## src/core/tsq_pkg.sv

```systemverilog
package tsq_pkg;

  // ----------------------------------------------------------------
  // Register map, byte addresses on the 32-bit bus
  // ----------------------------------------------------------------
  localparam int ADDR_W = 6;
  localparam logic [5:0] OFS_C1LIM = 6'h00;
  localparam logic [5:0] OFS_HOLD = 6'h04;
  localparam logic [5:0] OFS_ADJ = 6'h08;
  localparam logic [5:0] OFS_LIT = 6'h0C;
  localparam logic [5:0] OFS_QPTR = 6'h10;
  localparam logic [5:0] OFS_CTRL = 6'h14;
  localparam logic [5:0] OFS_QUEUE = 6'h20;

  // ----------------------------------------------------------------
  // Reset values and field positions
  // ----------------------------------------------------------------
  localparam logic [15:0] RST_C1LIM = 16'h0000;
  localparam logic [15:0] RST_HOLD = 16'h0000;
  localparam logic [15:0] RST_ADJ = 16'h0000;
  localparam logic [15:0] RST_LIT = 16'h0000;
  localparam logic [4:0] RST_QPTR = 5'h00;
  localparam int QPTR_W = 5;
  localparam int CTRL_EN_BIT = 0;
  localparam int CTRL_RUN_BIT = 1;
  localparam int QUEUE_WORDS = 8;
  localparam int STEP_CMD_LSB = 4;
  localparam int STEP_COPY_BIT = 3;

  // ----------------------------------------------------------------
  // Step command and option codes
  // ----------------------------------------------------------------
  localparam logic [3:0] CMD_CTRL = 4'h0;
  localparam logic [3:0] CMD_ADDCOPY = 4'h1;
  localparam logic [2:0] CMD_JMP = 3'h5;
  localparam logic [2:0] CMD_JMPC0 = 3'h6;
  localparam logic [2:0] CMD_JMPC1 = 3'h7;
  localparam logic [3:0] OPT_C1_TO_ADC = 4'hD;
  localparam logic [3:0] OPT_LIT_TO_ADC = 4'hE;
  localparam logic [2:0] TGT_C1LIM = 3'h1;
  localparam logic [2:0] TGT_LIT = 3'h5;

  typedef enum logic [2:0] {
    TSQ_RD_IDLE = 3'b001,
    TSQ_RD_FETCH = 3'b010,
    TSQ_RD_DONE = 3'b100
  } tsq_rd_e;

endpackage

```

## src/core/tsq_step_mem.sv

```systemverilog
module tsq_step_mem
  import tsq_pkg::*;
(
  input wire logic clk_sys_i,
  input wire logic rst_b_i,
  input wire logic wr_en_i,
  input wire logic [2:0] wr_idx_i,
  input wire logic [1:0] wr_be_i,
  input wire logic [15:0] wr_data_i,
  input wire logic [2:0] rd_idx_i,
  output logic [15:0] rd_word_o,
  input wire logic [3:0] slot_i,
  output logic [7:0] slot_byte_o
);

  typedef struct packed {
    logic [QUEUE_WORDS-1:0][15:0] mem;
    logic [15:0] word;
    logic [7:0] slot;
  } tsq_mem_s;

  tsq_mem_s st;
  tsq_mem_s next_st;

  // Odd slot in the upper byte, even slot in the lower byte.
  always_comb begin
    next_st = st;
    for (int b = 0; b < 2; b++) begin
      if (wr_en_i && wr_be_i[b]) begin
        next_st.mem[wr_idx_i][b*8 +: 8] = wr_data_i[b*8 +: 8];
      end
    end
    next_st.word = st.mem[rd_idx_i];
    next_st.slot = slot_i[0] ? st.mem[slot_i[3:1]][15:8] : st.mem[slot_i[3:1]][7:0];
  end

  // The queue contents are never touched by reset.
  always_ff @(posedge clk_sys_i) begin
    if (!rst_b_i) begin
      st.word <= 16'h0000;
      st.slot <= 8'h00;
    end else begin
      st <= next_st;
    end
  end

  assign rd_word_o = st.word;
  assign slot_byte_o = st.slot;

endmodule

```

## src/core/tsq_step_decode.sv

```systemverilog
module tsq_step_decode
  import tsq_pkg::*;
(
  input wire logic [7:0] step_byte_i,
  output logic [3:0] cmd_o,
  output logic [3:0] option_o,
  output logic [4:0] target_o,
  output logic is_ctrl_o,
  output logic is_addcopy_o,
  output logic is_copy_o,
  output logic is_jmp_o,
  output logic is_jmpc0_o,
  output logic is_jmpc1_o
);

  // Command code in the upper nibble, option in the lower nibble.
  assign cmd_o = step_byte_i[7:STEP_CMD_LSB];
  assign option_o = step_byte_i[STEP_CMD_LSB-1:0];
  assign target_o = step_byte_i[STEP_CMD_LSB:0];
  assign is_ctrl_o = (cmd_o == CMD_CTRL);
  assign is_addcopy_o = (cmd_o == CMD_ADDCOPY);
  assign is_copy_o = is_addcopy_o & option_o[STEP_COPY_BIT];
  assign is_jmp_o = (cmd_o[3:1] == CMD_JMP);
  assign is_jmpc0_o = (cmd_o[3:1] == CMD_JMPC0);
  assign is_jmpc1_o = (cmd_o[3:1] == CMD_JMPC1);

endmodule

```

## src/core/tsq_queue_regs.sv

```systemverilog
// Decided for this implementation: the Avalon-MM slave port and the register offsets.
module tsq_queue_regs
  import tsq_pkg::*;
(
  input wire logic clk_sys_i,
  input wire logic rst_b_i,
  input wire logic [ADDR_W-1:0] avs_address_i,
  input wire logic avs_read_i,
  input wire logic avs_write_i,
  input wire logic [31:0] avs_writedata_i,
  input wire logic [3:0] avs_byteenable_i,
  output logic [31:0] avs_readdata_o,
  output logic avs_waitrequest_o,
  input wire logic step_exec_i,
  input wire logic c0_at_limit_i,
  output logic [7:0] step_byte_o,
  output logic step_valid_o,
  output logic [QPTR_W-1:0] queue_pointer_o,
  output logic [15:0] counter_one_limit_o,
  output logic [15:0] hold_operand_o,
  output logic [15:0] adjust_operand_o,
  output logic [15:0] literal_zero_value_o,
  output logic [15:0] loop_counter_one_o,
  output logic [15:0] adc_channel_select_o,
  output logic adc_select_load_o,
  output logic sequencer_enable_o,
  output logic sequencer_run_o
);

  // ----------------------------------------------------------------
  // State
  // ----------------------------------------------------------------
  typedef struct packed {
    logic [15:0] c1lim;
    logic [15:0] hold;
    logic [15:0] adj;
    logic [15:0] lit;
    logic [QPTR_W-1:0] qptr;
    logic [QPTR_W-1:0] fptr;
    logic en;
    logic run;
    logic [15:0] cnt1;
    logic [15:0] adc;
    logic adc_ld;
    logic [31:0] rdata;
    tsq_rd_e rd;
  } tsq_regs_s;

  tsq_regs_s st;
  tsq_regs_s next_st;

  // ----------------------------------------------------------------
  // Helpers
  // ----------------------------------------------------------------
  localparam int H_C1LIM = 0;
  localparam int H_HOLD = 1;
  localparam int H_ADJ = 2;
  localparam int H_LIT = 3;
  localparam int H_QPTR = 4;
  localparam int H_CTRL = 5;
  localparam int H_QUEUE = 6;

  function automatic logic [6:0] reg_hit(input logic [ADDR_W-1:0] a);
    logic [6:0] h;
    h = 7'h00;
    h[H_C1LIM] = (a == OFS_C1LIM);
    h[H_HOLD] = (a == OFS_HOLD);
    h[H_ADJ] = (a == OFS_ADJ);
    h[H_LIT] = (a == OFS_LIT);
    h[H_QPTR] = (a == OFS_QPTR);
    h[H_CTRL] = (a == OFS_CTRL);
    h[H_QUEUE] = (a[5] == OFS_QUEUE[5]) && (a[1:0] == 2'b00);
    return h;
  endfunction

  function automatic logic [15:0] merge16(input logic [15:0] old, input logic [15:0] wd,
                                          input logic [1:0] be);
    logic [15:0] r;
    r = old;
    if (be[0]) begin
      r[7:0] = wd[7:0];
    end
    if (be[1]) begin
      r[15:8] = wd[15:8];
    end
    return r;
  endfunction

  // ----------------------------------------------------------------
  // Step queue and step decode
  // ----------------------------------------------------------------
  logic [6:0] hit;
  logic locked;
  logic sw_write;
  logic [15:0] mem_word;
  logic [7:0] slot_byte;
  logic [3:0] cmd;
  logic [3:0] opt;
  logic [4:0] target;
  logic is_ctrl;
  logic is_addcopy;
  logic is_copy;
  logic is_jmp;
  logic is_jmpc0;
  logic is_jmpc1;
  logic exec_go;
  logic [15:0] operand;

  assign hit = reg_hit(avs_address_i);
  assign locked = st.en & st.run;
  // Software writes reach these registers only while the sequencer is stopped.
  assign sw_write = avs_write_i & ~locked;

  tsq_step_mem u_mem (
    .clk_sys_i(clk_sys_i),
    .rst_b_i(rst_b_i),
    .wr_en_i(sw_write & hit[H_QUEUE]),
    .wr_idx_i(avs_address_i[4:2]),
    .wr_be_i(avs_byteenable_i[1:0]),
    .wr_data_i(avs_writedata_i[15:0]),
    .rd_idx_i(avs_address_i[4:2]),
    .rd_word_o(mem_word),
    .slot_i(st.qptr[3:0]),
    .slot_byte_o(slot_byte)
  );

  tsq_step_decode u_dec (
    .step_byte_i(slot_byte),
    .cmd_o(cmd),
    .option_o(opt),
    .target_o(target),
    .is_ctrl_o(is_ctrl),
    .is_addcopy_o(is_addcopy),
    .is_copy_o(is_copy),
    .is_jmp_o(is_jmp),
    .is_jmpc0_o(is_jmpc0),
    .is_jmpc1_o(is_jmpc1)
  );

  // The fetched byte is current once the slot of the present pointer has been read.
  assign step_valid_o = locked & (st.fptr == st.qptr);
  assign exec_go = step_exec_i & step_valid_o;
  assign operand = is_copy ? st.hold : (st.adj + 16'h0000);

  // ----------------------------------------------------------------
  // Next state
  // ----------------------------------------------------------------
  always_comb begin
    next_st = st;
    next_st.adc_ld = 1'b0;
    next_st.fptr = st.qptr;
    if (avs_write_i && hit[H_CTRL] && avs_byteenable_i[0]) begin
      next_st.en = avs_writedata_i[CTRL_EN_BIT];
      next_st.run = avs_writedata_i[CTRL_RUN_BIT];
    end
    if (sw_write) begin
      if (hit[H_C1LIM]) begin
        next_st.c1lim = merge16(st.c1lim, avs_writedata_i[15:0], avs_byteenable_i[1:0]);
      end
      if (hit[H_HOLD]) begin
        next_st.hold = merge16(st.hold, avs_writedata_i[15:0], avs_byteenable_i[1:0]);
      end
      if (hit[H_ADJ]) begin
        next_st.adj = merge16(st.adj, avs_writedata_i[15:0], avs_byteenable_i[1:0]);
      end
      if (hit[H_LIT]) begin
        next_st.lit = merge16(st.lit, avs_writedata_i[15:0], avs_byteenable_i[1:0]);
      end
      if (hit[H_QPTR] && avs_byteenable_i[0]) begin
        next_st.qptr = avs_writedata_i[QPTR_W-1:0];
      end
    end
    if (!st.en) begin
      next_st.cnt1 = 16'h0000;
    end
    if (exec_go) begin
      next_st.qptr = st.qptr + 5'h01;
      if (is_ctrl && opt == OPT_LIT_TO_ADC) begin
        next_st.adc = st.lit;
        next_st.adc_ld = 1'b1;
      end else if (is_ctrl && opt == OPT_C1_TO_ADC) begin
        next_st.adc = st.cnt1;
        next_st.adc_ld = 1'b1;
      end
      if (is_addcopy && opt[2:0] == TGT_C1LIM) begin
        next_st.c1lim = is_copy ? st.hold : st.c1lim + st.adj;
      end
      if (is_addcopy && opt[2:0] == TGT_LIT) begin
        next_st.lit = is_copy ? st.hold : st.lit + st.adj;
      end
      if (is_jmp || (is_jmpc0 && !c0_at_limit_i)) begin
        next_st.qptr = target;
      end
      if (is_jmpc1 && st.cnt1 != st.c1lim) begin
        next_st.cnt1 = st.cnt1 + 16'h0001;
        next_st.qptr = target;
      end
    end
    unique case (st.rd)
      TSQ_RD_IDLE: begin
        if (avs_read_i) begin
          next_st.rd = TSQ_RD_FETCH;
        end
      end
      TSQ_RD_FETCH: begin
        next_st.rd = TSQ_RD_DONE;
        next_st.rdata = 32'h0000_0000;
        if (hit[H_C1LIM]) begin
          next_st.rdata[15:0] = st.c1lim;
        end
        if (hit[H_HOLD]) begin
          next_st.rdata[15:0] = st.hold;
        end
        if (hit[H_ADJ]) begin
          next_st.rdata[15:0] = st.adj;
        end
        if (hit[H_LIT]) begin
          next_st.rdata[15:0] = st.lit;
        end
        if (hit[H_QPTR]) begin
          next_st.rdata[QPTR_W-1:0] = st.qptr;
        end
        if (hit[H_CTRL]) begin
          next_st.rdata[CTRL_EN_BIT] = st.en;
          next_st.rdata[CTRL_RUN_BIT] = st.run;
        end
        if (hit[H_QUEUE]) begin
          next_st.rdata[15:0] = mem_word;
        end
      end
      TSQ_RD_DONE: begin
        next_st.rd = TSQ_RD_IDLE;
      end
      default: begin
        next_st.rd = TSQ_RD_IDLE;
      end
    endcase
  end

  // ----------------------------------------------------------------
  // Registers
  // ----------------------------------------------------------------
  always_ff @(posedge clk_sys_i) begin
    if (!rst_b_i) begin
      st.c1lim <= RST_C1LIM;
      st.hold <= RST_HOLD;
      st.adj <= RST_ADJ;
      st.lit <= RST_LIT;
      st.qptr <= RST_QPTR;
      st.fptr <= RST_QPTR;
      st.en <= 1'b0;
      st.run <= 1'b0;
      st.cnt1 <= 16'h0000;
      st.adc <= 16'h0000;
      st.adc_ld <= 1'b0;
      st.rdata <= 32'h0000_0000;
      st.rd <= TSQ_RD_IDLE;
    end else begin
      st <= next_st;
    end
  end

  // ----------------------------------------------------------------
  // Outputs
  // ----------------------------------------------------------------
  assign avs_readdata_o = st.rdata;
  assign avs_waitrequest_o = avs_read_i & (st.rd != TSQ_RD_DONE);
  assign step_byte_o = slot_byte;
  assign queue_pointer_o = st.qptr;
  assign counter_one_limit_o = st.c1lim;
  assign hold_operand_o = st.hold;
  assign adjust_operand_o = operand;
  assign literal_zero_value_o = st.lit;
  assign loop_counter_one_o = st.cnt1;
  assign adc_channel_select_o = st.adc;
  assign adc_select_load_o = st.adc_ld;
  assign sequencer_enable_o = st.en;
  assign sequencer_run_o = st.run;
endmodule

```

## config.mk

```make
export PLATFORM = sky130hd
export DESIGN_NAME = tsq_queue_regs
export DESIGN_NICKNAME = d
export VERILOG_FILES = /design/src/core/tsq_pkg.sv /design/src/core/tsq_step_mem.sv /design/src/core/tsq_step_decode.sv /design/src/core/tsq_queue_regs.sv
export SDC_FILE = /design/constraint.sdc
export NUM_CORES = 1
export LEC_CHECK = 0
export BUFFER_PORTS_ARGS = -buffer_cell sky130_fd_sc_hd__buf_2
export CAP_MARGIN = 20
export CORE_ASPECT_RATIO = 0.8
export CORE_MARGIN = 2
export CORE_UTILIZATION = 45
export DETAILED_ROUTE_END_ITERATION = 6
export GPL_TIMING_DRIVEN = 0
export SLEW_MARGIN = 0
export SYNTH_ARGS = -nofsm -noshare
export SYNTH_HDL_FRONTEND = slang
export SYNTH_SLANG_ARGS = --single-unit
```

## constraint.sdc

```tcl
create_clock -name clk_sys_i -period 5.2 [get_ports clk_sys_i]
set_input_delay 0 -clock clk_sys_i [delete_from_list [all_inputs] [get_ports clk_sys_i]]
set_output_delay 0 -clock clk_sys_i [all_outputs]
set_load 0.02 [all_outputs]
```

==> key figures <==
CTS
  • Clock transition at path regs: 60 ps
  • Clock Latency Late Sink: 580 ps
  • Setup bufs post-CTS: 0
  • Root buf cell: clkbuf_16
  • CTS Sinks: 280
  • CTS tree: done
  • CTS Buf Count: 30
  • H-tree depth: 1
  • Clock Path Buffers: 3

Final layout
  • Most common cell after layout, fill and taps aside: buf_2
  • Fill count: 3181
  • Nets: 1782
  • # diodes: 0
  • Share of cells above drive strength 1: 27.26%
  • Area occupied by registers: 0.006887 mm²
  • Area occupied by multi-input gates: 0.007447 mm²
  • Area grow syn2layout: 17.70%
  • Layout Cells excl Fill: 2196
  • Most frequent cells in the layout: 180 x buf_2, 152 x dfxtp_1, 131 x buf_4

Floorplan
  • Die span in y: 170.7 µm
  • Initial Utilization: 45.32%
  • Die width: 212.4 µm
  • Core ar.: 0.03450 mm²
  • I/O pins: 194
  • Die area: 0.03626 mm²
  • Site row count: 61

Setup path
  • CP Data Arrival Time: 3950 ps
  • R2R Setup Slk: 1820 ps
  • Crit Path Class: flop to output port
  • Worst EP required: 5200 ps
  • R2R depth: 7
  • Reg2reg end: literal_zero_value_o[9]
  • CP Capture Type: output port
  • Crit-path max FO: 10
  • R2r startpoint: u_mem.slot_byte_o[5]
  • Startpoint Class: flop

Logic synthesis
  • Flops & latches, synth: 280
  • Syn_area_per_cell: 10.66 µm²
  • Post-Syn Area: 0.01563 mm²
  • Synth Warn #: 0
  • Sequential fraction of the synthesis area: 44.05%
  • Most used DFF post-synth: dfxtp_1
  • Ys async rst share: 0%
  • Distinct cells, synth: 75
  • Synthesized instance count: 1467
  • Number of synthesized flops with an enable pin: 128

Detailed routing
  • Number of remaining DRC errors: 0
  • Vias: 12.93k
  • Detailed Route WL: 52.37 mm
  • Routed WL per cell: 23.85 µm
  • Vias per cell: 5.887
  • Detailed router's first-iteration violation count: 1387
  • DRT antenna net count: 0
  • Pre-antenna DRT Iters: 5

Power and ir drop
  • Worst vdd ir: 0.2404 mV
  • Cell leakage power: 7.658 nW
  • Pwr per Cell Area: 266.1 mW/mm²

Timing
  • Max Clock Freq: 0.2535 GHz
  • Final Hold Vio Count: 0
  • Final setup vio count: 0
  • RSZ-0062 raised after global routing: no
  • Final Slew Violations: 0
  • Setup_tns: 0 ps
  • Hold_ws: 22.07 ps
  • Worst-Margin Slew: 1009 ps
  • Slew margin rel.: 32.50%
  • Worst Skew: 13.93 ps
  • Final Cycle Share: 75.87%
  • Fin crit period: 3945 ps

Global routing
  • Initial antenna violation count: 1
  • First-pass GRT wire length: 76.12 mm
  • GRT Util Overall: 28.56%
  • Grt ovf: 0
  • Layer with the highest usage: met1
  • GRT met1 Usage: 42.70%
  • Met2 Usage GRT: 40.54%
  • Number of global-route vias before repair: 12.12k
  • M3 GR Usage: 7.140%
  • Largest net degree at the start of global routing: 15

Placement
  • GP Congestion: 0.9231
  • DPL Wire Length: 40.21 mm
  • Placed insts: 2119
  • Input/output buffers: 156

Outcome
  • Status: complete, no violations

Run
  • MaxCap Viol Count: 0

Worst hold path
  • Tightest Hold Check Type: input pin to flop
  • Hold path start: avs_address_i[4]
  • Hold Crit Depth: 4
  • Min-Delay Endpoint: u_mem.rd_word_o[0]
-- report_power, final --
part | internal, mW | switching, mW
logic | 0.0837 | 0.162
registers | 2.30 | 0.0126
clock network | 1.40 | 0.934
-- flip-flops by register name (all words and copies together) (netlist names) --
name and cells:
u_mem.st 128, st 24, adc_channel_select_o 16, avs_readdata_o 16
counter_one_limit_o 16, hold_operand_o 16, literal_zero_value_o 16, loop_counter_one_o 16
u_mem.rd_word_o 16, u_mem.slot_byte_o 8, queue_pointer_o 5, adc_select_load_o 1
sequencer_enable_o 1, sequencer_run_o 1
-- layout make-up --
cell class / count / area share [%]
timing repair buffer: 186 / 5.739
tap: 472 / 3.209
buffer: 215 / 7.167
multi-input combinational: 977 / 40.47
sequential: 280 / 37.42
inverter: 10 / 0.2040
clock inverter: 15 / 1.122
clock buffer: 41 / 4.664
-- what timing repair did --
item / 4_1_cts / 5_1_grt
endpoints found under the hold margin: 122 / 0
hold buffers: 20 / 0
resized for setup: 0 / 0
-- cell usage after synthesis, types with 53 or more instances --
| cell type | number | area (µm²) |
|---|---|---|
| dfxtp_1 | 152 | 3043 |
| edfxtp_1 | 128 | 3844 |
| buf_4 | 125 | 938.4 |
| nor2_1 | 110 | 412.9 |
| nand2_1 | 109 | 409.1 |
| and2_1 | 78 | 488.0 |
| a21oi_1 | 77 | 385.4 |
| mux4_2 | 72 | 1622 |
| nand3_1 | 69 | 345.3 |
| mux2i_1 | 59 | 590.6 |
| clkbuf_1 | 57 | 214.0 |
| o21ai_0 | 53 | 265.3 |
-- logic make-up (layout without fill, tap and decap cells) --
family | count (synthesis) | in the layout | synth area share [%]
compound gates | 268 | 268 | 11.28
simple gates | 453 | 453 | 14.57
buf+inv | 225 | 467 | 8.675
fa+ha+maj | 34 | 34 | 2.817
other cells | 1 | 16 | 0.02399
xor+xnor | 63 | 63 | 3.577
mux | 143 | 143 | 15.01
flops | 280 | 280 | 44.05
-- through the flow --
| step | setup slack, ps | total power [mW] | instance area [µm²] | utilization (%) |
|---|---|---|---|---|
| floorplan | 2798 | 2.496 | 15690 | - |
| global placement | 1814 | 2.588 | 17060 | 49.46 |
| detailed placement | 1935 | 2.591 | 17120 | 49.63 |
| CTS | 1380 | 4.898 | 18390 | 53.30 |
| global route | 1142 | 5.006 | 18400 | 53.34 |
| finish | 1255 | 4.896 | 18400 | 53.34 |
-- critical path: stages, from the launching register on --
cell and delay, ps:
dfxtp_1 380, nor3_1 530, nand2_1 310, nor2_1 570, buf_2 400, buf_1 640
nand2_1 220, nand2_1 140, buf_2 170
-- how the worst max path moves through the flow --
| stage | from | end | slack [ps] | depth (start not counted) |
|---|---|---|---|---|
| after detailed placement | u_mem.slot_byte_o[5] | literal_zero_value_o[9] | 1940 | 7 |
| after global routing | u_mem.slot_byte_o[6] | adjust_operand_o[4] | 1140 | 8 |
| after floorplan | sequencer_enable_o | u_mem.st[112] | 2800 | 5 |
| final | u_mem.slot_byte_o[5] | adjust_operand_o[4] | 1250 | 8 |
| after CTS | u_mem.slot_byte_o[6] | adjust_operand_o[4] | 1380 | 8 |
| after global placement | sequencer_enable_o | u_mem.st[54] | 1810 | 5 |
-- routing by layer --
metal / wire length [µm] / vias to the layer above
met2: 21670 / 653
li1: - / 5762
met4: 1520 / 2
met3: 5372 / 98
met1: 23790 / 6413
met5: 13 / -
Note: power is estimated with default switching activity, not from simulation.
